`src/inc/adcc_pkg.sv`:
```
// Constants and types for the antenna diversity and converter control block
package adcc_pkg;
  // Register indices in the direct register space
  localparam logic [4:0] ADCC_IDX_CTRL = 5'h1A;
  localparam logic [4:0] ADCC_IDX_APPROX = 5'h1B;
  // Control register field positions
  localparam int unsigned ADCC_CTRL_BUSY = 7;
  localparam int unsigned ADCC_CTRL_LOCK = 6;
  localparam int unsigned ADCC_CTRL_ANT = 5;
  localparam int unsigned ADCC_CTRL_SW = 4;
  localparam int unsigned ADCC_CTRL_MEN = 3;
  localparam int unsigned ADCC_CTRL_DIR = 2;
  localparam int unsigned ADCC_CTRL_SRC = 1;
  localparam int unsigned ADCC_CTRL_KICK = 0;
  // Approximation register field positions
  localparam int unsigned ADCC_APX_ACT = 7;
  localparam int unsigned ADCC_SAR_W = 7;
  localparam int unsigned ADCC_SAR_MSB = 6;
  // Reset values and first trial value
  localparam logic [6:0] ADCC_SAR_RST = 7'h00;
  localparam logic [6:0] ADCC_SAR_FIRST = 7'h40;
  localparam logic [7:0] ADCC_RD_RST = 8'h00;
  // Comparator settle cycles per step for each internal timing
  localparam logic [4:0] ADCC_STEP_A = 5'h04;
  localparam logic [4:0] ADCC_STEP_B = 5'h08;
  localparam logic [4:0] ADCC_STEP_C = 5'h10;
  localparam logic [4:0] ADCC_STEP_ONE = 5'h01;
  localparam logic [4:0] ADCC_STEP_ZERO = 5'h00;

  typedef enum logic [2:0] {
    ADCC_MODE_INT_A = 3'b000,
    ADCC_MODE_INT_B = 3'b001,
    ADCC_MODE_INT_C = 3'b010,
    ADCC_MODE_EXT = 3'b011,
    ADCC_MODE_DAC = 3'b100,
    ADCC_MODE_RSVD = 3'b111
  } adcc_mode_e;

  typedef enum logic [0:0] {
    ADCC_SAR_IDLE = 1'b0,
    ADCC_SAR_RUN = 1'b1
  } adcc_sar_state_e;
endpackage

```
`src/inc/adcc_sar_if.sv`:
```
// Carrier between the control logic and the approximation engine
interface adcc_sar_if;
  logic start;
  logic step_en;
  logic cmp_high;
  logic busy;
  logic [6:0] value;

  modport ctrl (output start, output step_en, output cmp_high, input busy, input value);
  modport engine (input start, input step_en, input cmp_high, output busy, output value);
endinterface

```
`src/design/adcc_top.sv`:
```
// Antenna select, channel busy and converter control registers with conversion sequencing
module adcc_top
  import adcc_pkg::*;
(
  // Clock and reset
  input wire logic clock_in,
  input wire logic rstn_in,
  // Register port
  input wire logic [4:0] reg_idx_in,
  input wire logic reg_wr_in,
  input wire logic reg_rd_in,
  input wire logic [7:0] reg_wdata_in,
  output logic [7:0] reg_rdata_out,
  // Internal status and configuration
  input wire logic cca_carrier_in,
  input wire logic ant_criteria_pass_in,
  input wire logic receive_start_flag_in,
  input wire logic diversity_ant_sel_in,
  input wire logic diversity_conv_start_in,
  input wire logic external_conv_enable_in,
  input wire logic approximation_enable_in,
  input wire logic alternate_timing_sel_in,
  input wire logic antenna_pin_function_sel_in,
  input wire logic bus_mode_strap_in,
  // Comparator pin
  input wire logic comparator_in,
  // Antenna pins
  output logic antenna_select_output_out,
  output logic antenna_select_n_out,
  output logic antenna_pins_en_out,
  output logic diversity_enable_out,
  // Converter pins and status
  output logic [6:0] approximation_value_bits_out,
  output logic conv_input_select_out,
  output logic conversion_mode_valid_out,
  output logic conversion_active_flag_out
);
  import adcc_pkg::*;

  adcc_sar_if sar_bus ();

  // ------------------------------------------------------------
  // Register state
  // ------------------------------------------------------------
  logic channel_busy_flag_ff;
  logic antenna_lock_flag_ff;
  logic antenna_manual_switch_ff;
  logic antenna_manual_enable_ff;
  logic converter_direction_sel_ff;
  logic conv_input_select_ff;
  logic conversion_kick_ff;
  logic [6:0] dac_value_ff;
  logic rxs_prev_ff;
  logic strap_ff;
  logic [2:0] cmp_sync_ff;
  logic cmp_stable_ff;
  logic [4:0] step_cnt_ff;
  logic [7:0] rdata_ff;
  logic ant_sel_ff;
  logic ant_en_ff;
  logic [6:0] apx_pins_ff;
  logic src_pin_ff;
  logic mode_ok_ff;
  logic ant_sel_n_ff;
  logic div_en_ff;

  // ------------------------------------------------------------
  // Decode
  // ------------------------------------------------------------
  wire wr_ctrl = reg_wr_in && (reg_idx_in == ADCC_IDX_CTRL);
  wire wr_apx = reg_wr_in && (reg_idx_in == ADCC_IDX_APPROX);
  wire rd_ctrl = reg_rd_in && (reg_idx_in == ADCC_IDX_CTRL);
  wire rd_apx = reg_rd_in && (reg_idx_in == ADCC_IDX_APPROX);
  wire rxs_rise = receive_start_flag_in && !rxs_prev_ff;

  // Judge a kick against the direction written with it, so a D/A write never converts
  wire dir_eff = wr_ctrl ? reg_wdata_in[ADCC_CTRL_DIR] : converter_direction_sel_ff;
  adcc_mode_e mode;
  assign mode = (!dir_eff && !external_conv_enable_in && !approximation_enable_in
                 && !alternate_timing_sel_in) ? ADCC_MODE_INT_A :
                (!dir_eff && !external_conv_enable_in && approximation_enable_in
                 && !alternate_timing_sel_in) ? ADCC_MODE_INT_B :
                (!dir_eff && !external_conv_enable_in && approximation_enable_in
                 && alternate_timing_sel_in) ? ADCC_MODE_INT_C :
                (!dir_eff && external_conv_enable_in && !approximation_enable_in)
                  ? ADCC_MODE_EXT :
                (dir_eff && approximation_enable_in) ? ADCC_MODE_DAC :
                ADCC_MODE_RSVD;

  wire mode_internal = (mode == ADCC_MODE_INT_A) || (mode == ADCC_MODE_INT_B) || (mode == ADCC_MODE_INT_C);
  wire mode_converts = mode_internal || (mode == ADCC_MODE_EXT);
  wire [4:0] step_len = (mode == ADCC_MODE_INT_B) ? ADCC_STEP_B :
                        (mode == ADCC_MODE_INT_C) ? ADCC_STEP_C : ADCC_STEP_A;

  wire kick_written = wr_ctrl && reg_wdata_in[ADCC_CTRL_KICK];
  wire start_req = (kick_written || (diversity_conv_start_in && !antenna_manual_enable_ff))
                   && mode_converts && !sar_bus.busy;

  wire nxt_ant_sel = antenna_manual_enable_ff ? antenna_manual_switch_ff : diversity_ant_sel_in;
  // Strap selects PCMCIA-style pinout where the antenna pins are always dedicated
  wire nxt_ant_en = strap_ff || !antenna_pin_function_sel_in;

  wire nxt_src = mode_internal ? conv_input_select_ff : 1'b0;

  wire [6:0] apx_live = (mode == ADCC_MODE_DAC) ? dac_value_ff : sar_bus.value;

  wire [7:0] ctrl_rd = {channel_busy_flag_ff, antenna_lock_flag_ff, ant_sel_ff, antenna_manual_switch_ff,
                        antenna_manual_enable_ff, converter_direction_sel_ff, conv_input_select_ff,
                        conversion_kick_ff};
  wire [7:0] apx_rd = {sar_bus.busy, apx_live};
  wire [7:0] nxt_rdata = rd_ctrl ? ctrl_rd : (rd_apx ? apx_rd : ADCC_RD_RST);

  // ------------------------------------------------------------
  // Comparator synchroniser and step divider
  // ------------------------------------------------------------
  wire cmp_agree = (cmp_sync_ff[1] == cmp_sync_ff[2]);
  wire step_hit = (step_cnt_ff == ADCC_STEP_ONE);

  always_ff @(posedge clock_in or negedge rstn_in)
  begin
    if (!rstn_in)
    begin
      cmp_sync_ff <= 3'h0;
      cmp_stable_ff <= 1'b0;
    end
    else
    begin
      cmp_sync_ff <= {cmp_sync_ff[1:0], comparator_in};
      cmp_stable_ff <= cmp_agree ? cmp_sync_ff[2] : cmp_stable_ff;
    end
  end

  // Divider restarts with each conversion so the first step gets a full settle time
  always_ff @(posedge clock_in or negedge rstn_in)
  begin
    if (!rstn_in)
    begin
      step_cnt_ff <= ADCC_STEP_ZERO;
    end
    else if (start_req || step_hit)
    begin
      step_cnt_ff <= step_len;
    end
    else if (step_cnt_ff != ADCC_STEP_ZERO)
    begin
      step_cnt_ff <= step_cnt_ff - ADCC_STEP_ONE;
    end
  end

  assign sar_bus.start = start_req;
  assign sar_bus.step_en = step_hit && sar_bus.busy;
  assign sar_bus.cmp_high = cmp_stable_ff;

  adcc_sar u_sar (
    .clock_in(clock_in),
    .rstn_in(rstn_in),
    .sar(sar_bus)
  );

  // ------------------------------------------------------------
  // Flags and control bits
  // ------------------------------------------------------------
  always_ff @(posedge clock_in or negedge rstn_in)
  begin
    if (!rstn_in)
    begin
      channel_busy_flag_ff <= 1'b0;
      antenna_lock_flag_ff <= 1'b0;
      rxs_prev_ff <= 1'b0;
    end
    else
    begin
      channel_busy_flag_ff <= cca_carrier_in;
      rxs_prev_ff <= receive_start_flag_in;
      if (ant_criteria_pass_in)
      begin
        antenna_lock_flag_ff <= 1'b1;
      end
      else if (rxs_rise)
      begin
        antenna_lock_flag_ff <= 1'b0;
      end
    end
  end

  always_ff @(posedge clock_in or negedge rstn_in)
  begin
    if (!rstn_in)
    begin
      antenna_manual_switch_ff <= 1'b0;
      antenna_manual_enable_ff <= 1'b0;
      converter_direction_sel_ff <= 1'b0;
      conv_input_select_ff <= 1'b0;
      conversion_kick_ff <= 1'b0;
    end
    else if (wr_ctrl)
    begin
      antenna_manual_switch_ff <= reg_wdata_in[ADCC_CTRL_SW];
      antenna_manual_enable_ff <= reg_wdata_in[ADCC_CTRL_MEN];
      converter_direction_sel_ff <= reg_wdata_in[ADCC_CTRL_DIR];
      conv_input_select_ff <= reg_wdata_in[ADCC_CTRL_SRC];
      conversion_kick_ff <= reg_wdata_in[ADCC_CTRL_KICK];
    end
  end

  // Strap is a level caught after reset release, never in the reset branch
  always_ff @(posedge clock_in or negedge rstn_in)
  begin
    if (!rstn_in)
    begin
      strap_ff <= 1'b0;
    end
    else
    begin
      strap_ff <= bus_mode_strap_in;
    end
  end

  always_ff @(posedge clock_in or negedge rstn_in)
  begin
    if (!rstn_in)
    begin
      dac_value_ff <= ADCC_SAR_RST;
    end
    else if (wr_apx && converter_direction_sel_ff)
    begin
      dac_value_ff <= reg_wdata_in[ADCC_SAR_W-1:0];
    end
  end

  // ------------------------------------------------------------
  // Output registers
  // ------------------------------------------------------------
  always_ff @(posedge clock_in or negedge rstn_in)
  begin
    if (!rstn_in)
    begin
      rdata_ff <= ADCC_RD_RST;
      ant_sel_ff <= 1'b0;
      ant_en_ff <= 1'b0;
      apx_pins_ff <= ADCC_SAR_RST;
      src_pin_ff <= 1'b0;
      mode_ok_ff <= 1'b0;
      ant_sel_n_ff <= 1'b1;
      div_en_ff <= 1'b1;
    end
    else
    begin
      rdata_ff <= nxt_rdata;
      ant_sel_ff <= nxt_ant_sel;
      ant_en_ff <= nxt_ant_en;
      apx_pins_ff <= apx_live;
      src_pin_ff <= nxt_src;
      mode_ok_ff <= (mode != ADCC_MODE_RSVD);
      ant_sel_n_ff <= ~nxt_ant_sel;
      div_en_ff <= ~antenna_manual_enable_ff;
    end
  end

  assign reg_rdata_out = rdata_ff;
  assign antenna_select_output_out = ant_sel_ff;
  assign antenna_select_n_out = ant_sel_n_ff;
  assign antenna_pins_en_out = ant_en_ff;
  assign diversity_enable_out = div_en_ff;
  assign approximation_value_bits_out = apx_pins_ff;
  assign conv_input_select_out = src_pin_ff;
  assign conversion_mode_valid_out = mode_ok_ff;
  assign conversion_active_flag_out = sar_bus.busy;
endmodule // adcc_top

```
`src/design/adcc_sar.sv`:
```
// Successive-approximation engine: one bit resolved per step enable
module adcc_sar
  import adcc_pkg::*;
(
  // Clock and reset
  input wire logic clock_in,
  input wire logic rstn_in,
  // Engine side
  adcc_sar_if.engine sar
);
  import adcc_pkg::*;

  adcc_sar_state_e state_ff;
  adcc_sar_state_e nxt_state;
  logic [6:0] value_ff;
  logic [6:0] nxt_value;
  logic [2:0] bit_ff;
  logic [2:0] nxt_bit;
  logic [6:0] trial_mask;
  logic [6:0] next_mask;
  logic last_bit;

  assign trial_mask = 7'h01 << bit_ff;
  assign next_mask = trial_mask >> 1;
  assign last_bit = (bit_ff == 3'h0);

  always_comb
  begin
    nxt_state = state_ff;
    nxt_value = value_ff;
    nxt_bit = bit_ff;
    case (state_ff)
      ADCC_SAR_IDLE:
      begin
        if (sar.start)
        begin
          nxt_state = ADCC_SAR_RUN;
          nxt_value = ADCC_SAR_FIRST;
          nxt_bit = 3'(ADCC_SAR_MSB);
        end
      end
      ADCC_SAR_RUN:
      begin
        if (sar.step_en)
        begin
          nxt_value = (sar.cmp_high ? value_ff : (value_ff & ~trial_mask)) | next_mask;
          nxt_bit = bit_ff - 3'h1;
          if (last_bit)
          begin
            nxt_state = ADCC_SAR_IDLE;
          end
        end
      end
      default:
      begin
        nxt_state = ADCC_SAR_IDLE;
      end
    endcase
  end

  always_ff @(posedge clock_in or negedge rstn_in)
  begin
    if (!rstn_in)
    begin
      state_ff <= ADCC_SAR_IDLE;
      value_ff <= ADCC_SAR_RST;
      bit_ff <= 3'h0;
    end
    else
    begin
      state_ff <= nxt_state;
      value_ff <= nxt_value;
      bit_ff <= nxt_bit;
    end
  end

  assign sar.busy = (state_ff == ADCC_SAR_RUN);
  assign sar.value = value_ff;
endmodule // adcc_sar

```
`config.mk`:
```
export PLATFORM = sky130hd
export DESIGN_NAME = adcc_top
export DESIGN_NICKNAME = d
export VERILOG_FILES = /design/src/inc/adcc_pkg.sv /design/src/inc/adcc_sar_if.sv /design/src/design/adcc_top.sv /design/src/design/adcc_sar.sv
export SDC_FILE = /design/constraint.sdc
export NUM_CORES = 1
export LEC_CHECK = 0
export BUFFER_PORTS_ARGS = -buffer_cell sky130_fd_sc_hd__buf_2
export CAP_MARGIN = 20
export CORE_UTILIZATION = 45
export CTS_BUF_LIST = sky130_fd_sc_hd__clkbuf_2 sky130_fd_sc_hd__clkbuf_4 sky130_fd_sc_hd__clkbuf_8
export DETAILED_ROUTE_END_ITERATION = 16
export PLACE_DENSITY = 0.68
export RECOVER_POWER = 25
export SKIP_LAST_GASP = 1
export SYNTH_ARGS = -nofsm -noshare
export SYNTH_HDL_FRONTEND = slang
export SYNTH_SLANG_ARGS = --single-unit
```
`constraint.sdc`:
```
create_clock -name clock_in -period 2 [get_ports clock_in]
set_input_delay 0.1 -clock clock_in [delete_from_list [all_inputs] [get_ports clock_in]]
set_output_delay 0.1 -clock clock_in [all_outputs]
set_load 0.02 [all_outputs]
```
# Word-level counts from Yosys, hierarchy flattened
# Cells that the tools add are included.
# classes
bitwise_logic,6
addsub,2
muxes,28
shifts,1
eq_ne,11
reduce_logical,40
# op_table
operator,count
$mux W7,4
$logic_and A1 B1 Y1,20
$mux W5,4
$mux W3,6
$mux W8,2
$pmux W7 S2,1
$eq A5 B5 Y1 const B,2
$logic_not A1 Y1,8
$mux W1,8
$and A7 B7 Y7,1
$not A7 Y7,1
$or A7 B6 Y7,1
$shl A1 B3 Y7 const A,1
$eq A3 B2 Y1 const B,2
$logic_not A3 Y1,2
$logic_or A1 B1 Y1,6
$pmux W3 S2,1
$eq A5 B1 Y1 const B,1
$reduce_bool A5 Y1,1
$sub A5 B1 Y5 const B,1
$ne A2 B2 Y1 const B,2
$reduce_bool A2 Y1,2
$eq A3 B1 Y1 const B,1
$eq A3 B3 Y1 const B,1
7 further kinds,9
# totals
ff_bits,57
wordCells,112
in_bits,28

# Logic depth before layout (Yosys ltp)
# Gate-level depths: netlist of run 1.
# depth
word_depth,18
mapped_depth,7
mapped_depth_nobuf,6

# Cells and area by module
# From an unflattened synthesis of run 1, not the netlist that was laid out.
# unflattened
hier_cells,194
hier_area_um2,2401.1
# modules_own_cells
module,cells_each,seq_area_each_um2,n_inst,area_each_um2
adcc_top,142,1153.6,1,1834.3
adcc_sar,52,275.3,1,566.8

# Worst setup path before layout of run 1
# OpenSTA, ideal clock, no wires.
# synth_path
path_type,register -> register
from,"register u_sar.state_ff, in the netlist u_sar.sar.busy"
to,"register u_sar.value_ff[3], in the netlist u_sar.sar.value[3]"
required_ps,1882
path_stages_with_launch,7
setup_slack_ps,448
arrival_ps,1434
cell_sequence,dfrtp_1 > a21oi_1 > o21ai_0 > a211o_4 > and2_1 > buf_6 > a21o_1
# synth_between
elab_chain_len,4
# synth_lines
item,line,rtl
"start, declared",adcc_sar.sv:13,adcc_sar_state_e state_ff;
"start signal, assigned",adcc_sar.sv:71,state_ff <= nxt_state;
$logic_not A1 Y1,adcc_top.sv:97,&& mode_converts && !sar_bus.busy;
$logic_and A1 B1 Y1,adcc_top.sv:97,
$ne A2 B2 Y1 (no line),-,
$reduce_and A2 Y1 (no line),-,
"end signal, assigned",adcc_sar.sv:72,value_ff <= nxt_value;
"end, declared",adcc_sar.sv:15,logic [6:0] value_ff;
# Several ways; a longest one is shown, not always the timed one.
# A chain may end at the register's enable or synchronous reset.

# Final worst setup path of run 1
# layout_path
from,register antenna_manual_enable_ff
to,"register u_sar.value_ff[3], in the netlist u_sar.sar.value[3]"
# layout_between
elab_chain_len,7
# layout_lines
item,line,rtl
"start, declared",adcc_top.sv:48,logic antenna_manual_enable_ff;
"start signal, assigned",adcc_top.sv:199,antenna_manual_enable_ff <= reg_wdata_in[ADCC_CTRL_MEN];
$logic_not A1 Y1,adcc_top.sv:96,wire start_req = (kick_written || (diversity_conv_start_in && !antenna_manual_enable_ff))
$logic_and A1 B1 Y1,adcc_top.sv:96,
$logic_or A1 B1 Y1,adcc_top.sv:96,
$logic_and A1 B1 Y1 (2 in a row),adcc_top.sv:97,
$ne A2 B2 Y1 (no line),-,
$reduce_and A2 Y1 (no line),-,
# Every way passes these cells.

==> summary.txt, run 1 <==
minimum clock period -> 1650 ps
worst-path fanout max -> 8
area grow syn2layout -> 27.1%
CP startpoint -> antenna_manual_enable_ff
Main synth FF type -> dfrtp_1
WL per Instance -> 13.1 um
post-synthesis mux area share -> 9.92%
Warnings, synthesis -> 0
nets -> 299
number of buffers added on ports -> 48
Post-Synth Simple-Gate Area -> 11.2%
aggregate global routing overflow -> 0
post-synthesis net count -> 231
Worst-path clk slew -> 70 ps
DR vias -> 1,687
worst-margin pin slew -> 1140 ps
CP Class -> reg2reg
clock latency on the worst-skew pair -> 330 ps
Chip Height -> 75.5 um
ant diodes -> 0
final setup vio count -> 0
Worst EP required -> 2220 ps
Post-Synth XOR/XNOR Area -> 1.08%
Post-synth EDFFs -> 0
IO Count -> 50
Yosys cell types -> 43
skew final -> 7.27 ps
initial antenna violation count -> 0
Setup TNS -> 0 ps
Leak Pwr -> 1.52 nW
#FFs+latches synth -> 57
CP top delay family -> compound AO/OA/AOI/OAI gates
dpl ws -> 261 ps
max-capacitance violation count -> 0
flop-to-flop setup slack -> 350 ps
PwrDens -> 1260 nW/um^2
CTS tree -> yes
Fin. Hold Viols -> 0
filler cell count -> 417
die area -> 5710 um^2
final period utilization -> 82.7%
largest net degree at the start of global routing -> 39
placed instance count -> 313
Cell Area, Synth -> 2430 um^2
number of core rows -> 26
width of the die -> 75.5 um
worst path bufs/invs -> 0
CTS Sinks -> 57
Fmax -> 604 MHz
DRC Markers -> 0
Root Buffer -> clkbuf_8
area fraction in compound gates after synthesis -> 12.1%
Starting Density -> 47.0%
CP cell instances -> nor2b_1, o21bai_1, a211o_4, and2_1, a21o_1
TritonCTS Buffers -> 9
layout cells sized above 1 -> 33.1%
startpoint of the worst-slack reg-to-reg timing path -> antenna_manual_enable_ff
post-detail-place hpwl -> 3.07 mm
VDD IR-drop max -> 0.000592 V
count leader, synth -> dfrtp_1
post-cts resize count -> 0
FF-to-FF End -> u_sar.sar.value[3]
Core Footprint -> 5170 um^2
clock buffer depth -> 2
antenna viol nets, final -> 0
routability congestion estimate -> 0.818
non-filler cells in the finished layout -> 339
R2R cell count -> 5
Hold Crit Class -> in2reg
Arr. time, crit path -> 1880 ps
Critical Path Stages -> 5
first-pass GRT wire length -> 7.37 mm
ranking of synthesized cells by area -> dfrtp_1, mux2_2, ha_1
Rel. slew slack -> 23.7%
share of Yosys cell area claimed by the top area cell type -> 56.6%
Max stage delay on crit path -> 420 ps
H-tree depth -> 3
Mapped Avg Cell Area -> 12.4 um^2
Adder-Cell Fraction of Synth Area -> 4.01%
list of most frequent post-synthesis cells -> dfrtp_1, nand2_1, mux2_2, inv_1
GRT Util Overall -> 17.9%
CP Capture Type -> register
fin util -> 59.8%
DR iter-0 viols -> 66
Critical-path top delay cell -> dfrtp_1
Post-synth ARST share -> 100%
outcome -> completed
Synth Instances -> 196
drt total wl -> 4.45 mm
vias in the first global route -> 1,578
Yosys top cell by area -> dfrtp_1
First-pass DRT Iterations -> 4
Tot Pwr -> 0.00389 W
main combinational cell family by area after synthesis -> compound AO/OA/AOI/OAI gates
post-DR vias/cell -> 4.98
RSZ-0062 raised after global routing -> false
Slew Viols, Final -> 0
sequential share of the synthesized area -> 58.7%
type of origin of the critical path -> register
Critical path destination -> u_sar.sar.value[3]
final setup margin -> 345 ps
layout make-up:
class                   count  area, um^2  share of cell area [%]
flip-flops and latches     57        1430                    46.2
well taps                  70        87.6                    2.83
clock inverters             5        77.6                    2.51
repair buffers             62         377                    12.2
clock buffers              11         151                    4.89
multi-input cells         123         931                    30.1
inverters                  11        41.3                    1.33
how the worst min path moves through the flow:
stage | to | startpoint | slack, ps | cells past startpoint
floorplan | antenna_lock_flag_ff | rstn_in | -200 | 0
global placement | antenna_pins_en_out | rstn_in | 90 | 1
detailed placement | antenna_pins_en_out | rstn_in | 80 | 1
CTS | dac_value_ff[5] | reg_wdata_in[5] | 2 | 2
global route | dac_value_ff[5] | reg_wdata_in[5] | 7 | 2
finish | dac_value_ff[5] | reg_wdata_in[5] | 8 | 2
layout by cell type, fill, tap and decap left out, drive strengths merged, types with 7 or more instances in the layout:
cell and n:
a22o 7, buf 49, clkbuf 14, dfrtp 55, dlygate4sd3 10, ha 7, inv 11, mux2 17
nand2 19, nor2 7, o21ai 7
metrics by stage:
| stage | cell area [um^2] | hold slack (ps) |
|---|---|---|
| CTS | 3100 | 1.92 |
| global placement | 2770 | 85.8 |
| global route | 3090 | 6.82 |
| finish | 3090 | 8.10 |
| detailed placement | 2770 | 82.2 |
| floorplan | 2430 | -196 |
sequential cells by signal, indices dropped and copies added, names as in the netlist:
name,flops
antenna_select_n_out,1
conversion_mode_valid_out,1
u_sar.bit_ff,3
antenna_pins_en_out,1
channel_busy_flag_ff,1
rxs_prev_ff,1
cmp_sync_ff,3
conversion_kick_ff,1
antenna_manual_enable_ff,1
strap_ff,1
u_sar.sar.value,7
antenna_manual_switch_ff,1
conv_input_select_ff,1
cmp_stable_ff,1
conv_input_select_out,1
antenna_select_output_out,1
step_cnt_ff,5
antenna_lock_flag_ff,1
dac_value_ff,7
reg_rdata_out,8
u_sar.sar.busy,1
converter_direction_sel_ff,1
approximation_value_bits_out,7
diversity_enable_out,1
what timing repair did:
item                       in CTS  in global routing
hold buffers                   10                  0
buffers inserted                0                  0
setup endpoints to repair       0                  0
hold endpoints to repair       28                  0
routing by layer:
layer  wire, um  track usage (%)  up-vias  share of wire [%]
met1       2060             22.6      812                 46
met2       2110             28.0       45                 47
li1           -                -      822                  -
met3        218             6.22        8                4.9
met5          0                0        -                  0
met4         67             7.82        0                1.5
power by group:
group,internal [W],switching (W)
registers,0.00143,0.000186
clock network,0.000765,0.000452
logic,0.000475,0.000580
logic make-up (layout without fill, tap and decap cells):
kind of cell	after synthesis	count (layout)
flops	57	57
simple gates	52	52
compound gates	38	38
mux	22	22
buf+inv	16	89
fa+ha+maj	8	8
xor+xnor	3	3
No activity file was read; power rests on OpenSTA's default activity.
==> run 2, diff against run 1 <==
--- a/config.mk
+++ b/config.mk
@@ -10,7 +10,7 @@
 export CORE_UTILIZATION = 45
 export CTS_BUF_LIST = sky130_fd_sc_hd__clkbuf_2 sky130_fd_sc_hd__clkbuf_4 sky130_fd_sc_hd__clkbuf_8
 export DETAILED_ROUTE_END_ITERATION = 16
-export PLACE_DENSITY = 0.68
+export PLACE_DENSITY = 0.7
 export RECOVER_POWER = 25
 export SKIP_LAST_GASP = 1
 export SYNTH_ARGS = -nofsm -noshare
==> constraint.sdc (replaced) <==
create_clock -name clock_in -period 1.3 [get_ports clock_in]
set_input_delay 0.065 -clock clock_in [delete_from_list [all_inputs] [get_ports clock_in]]
set_output_delay 0.065 -clock clock_in [all_outputs]
set_load 0.02 [all_outputs]
==> run 2 against run 1 <==
The flow now finishes with violations (setup timing). Non-clock buffer count is 29 higher. Highest routed layer unchanged. Worst hold slack gained 8.9 ps. Via count is 8.2% higher. Cell count rose by 8.6%. Wire length increased by 13%. Sequential power up 54%.
==> summary.txt, run 2 (synthesis gave the netlist of run 1 again) <==
width of the die -> 75.5 um
final period utilization -> 113%
aggregate global routing overflow -> 0
Fmax -> 679 MHz
met2 GRT Util -> 31.9%
Chip Height -> 75.5 um
layout cells sized above 1 -> 45.3%
most frequent cells in the layout -> dfrtp_1, buf_2, buf_4
ant diodes -> 0
Arr. time, crit path -> 1700 ps
clock buffer depth -> 2
CTS tree -> yes
Worst EP required -> 1520 ps
DR iter-0 viols -> 110
max FFs per register -> 8
Slew Viols, Final -> 0
final setup vio count -> 23
die area -> 5710 um^2
post-DR vias/cell -> 4.96
DR vias -> 1,826
Leak Pwr -> 1.68 nW
IO Count -> 50
worst-path fanout max -> 4
commonest non-fill, non-tap cell in the layout -> dfrtp_1
grt met1 use -> 24.0%
CP Class -> reg2reg
RSZ-0062 raised after global routing -> true
max-capacitance violation count -> 0
minimum clock period -> 1470 ps
grt met3 use -> 5.82%
final setup margin -> -172 ps
TritonCTS Buffers -> 9
VDD IR-drop max -> 0.00111 V
Fin. Hold Viols -> 0
area grow syn2layout -> 42.3%
type of origin of the critical path -> register
drt total wl -> 5.05 mm
Worst-path clk slew -> 70 ps
Root Buffer -> clkbuf_8
antenna viol nets, final -> 0
H-tree depth -> 3
PwrDens -> 1910 nW/um^2
routability congestion estimate -> 0.819
Rel. slew slack -> 47.6%
clock latency on the worst-skew pair -> 330 ps
post-detail-place hpwl -> 3.48 mm
Top Usage Layer GRT -> met2
first-pass GRT wire length -> 8.17 mm
WL per Instance -> 13.7 um
CTS Sinks -> 57
initial antenna violation count -> 0
dpl ws -> -258 ps
First-pass DRT Iterations -> 4
outcome -> finished with violations
vias in the first global route -> 1,785
Core Footprint -> 5170 um^2
nets -> 328
worst hold slack -> 17.0 ps
CP Capture Type -> register
Hold Crit Class -> in2reg
DRC Markers -> 0
GRT Util Overall -> 19.8%
largest net degree at the start of global routing -> 46
violated checks -> setup timing
skew final -> 6.40 ps
number of buffers added on ports -> 48
Starting Density -> 47.0%
number of core rows -> 26
worst-margin pin slew -> 785 ps
-- run 2: metrics by stage --
stage | TNS [ps] | power (W) | util (%) | std cells | instance area (um^2)
final | -2380 | 0.00660 | 66.9 | 368 | 3460
after global placement | -4200 | 0.00452 | 58.3 | 338 | 3020
after detailed placement | -4680 | 0.00458 | 58.3 | 338 | 3020
after CTS | -2180 | 0.00654 | 66.0 | 368 | 3420
after global routing | -3400 | 0.00699 | 66.9 | 368 | 3460
after floorplan | -2210 | 0.00376 | - | 196 | 2490
-- run 2: routing by layer --
metal	routed length (um)	vias to the layer above	part of all wire [%]
li1	-	880	-
met1	2210	871	44
met2	2450	56	49
met3	251	19	5.0
met4	141	0	2.8
met5	0	-	0
-- run 2: path summary, 6_finish.rpt --
path,start,endpoint,slack (ps),cells after the start
worst max-delay path,antenna_manual_enable_ff,step_cnt_ff[4],-170,5
worst min-delay path,reg_rd_in,reg_rdata_out[7],20,3
worst max register to register,antenna_manual_enable_ff,step_cnt_ff[4],-170,5
worst min register to register,cmp_sync_ff[0],cmp_sync_ff[1],350,0
max in group asynchronous,rstn_in,diversity_enable_out,210,3
min in group asynchronous,rstn_in,conversion_mode_valid_out,340,2
-- run 2: what timing repair did --
action | in CTS | in global routing
hold endpoints to repair | 71 | 0
resized for setup | 9 | 12
setup endpoints to repair | 23 | 30
buffers inserted | 0 | 0
pin swaps | 4 | 4
hold buffers | 14 | 0
-- run 2: critical path, cell delays in order, from the launching register on --
cell and delay, ps:
dfrtp_1 400, nor2b_2 170, o21bai_1 90, a211o_4 350
and3_4 160, a31o_4 200
-- run 2: cell type report --
cell class                      instances  area (um^2)
Sequential cell                        57         1430
Multi-Input combinational cell        123         1060
Fill cell                             369         1710
Tap cell                               70         87.6
Clock buffer                            9          124
Inverter                               11         41.3
Timing Repair Buffer                   91          628
Clock inverter                          7         93.8
-- run 2: report_power, final --
| part | leakage [nW] | internal [W] | switching, W |
|---|---|---|---|
| clock network | 0.106 | 0.00108 | 0.000731 |
| registers | 0.710 | 0.00220 | 0.000294 |
| logic | 0.867 | 0.00118 | 0.00112 |
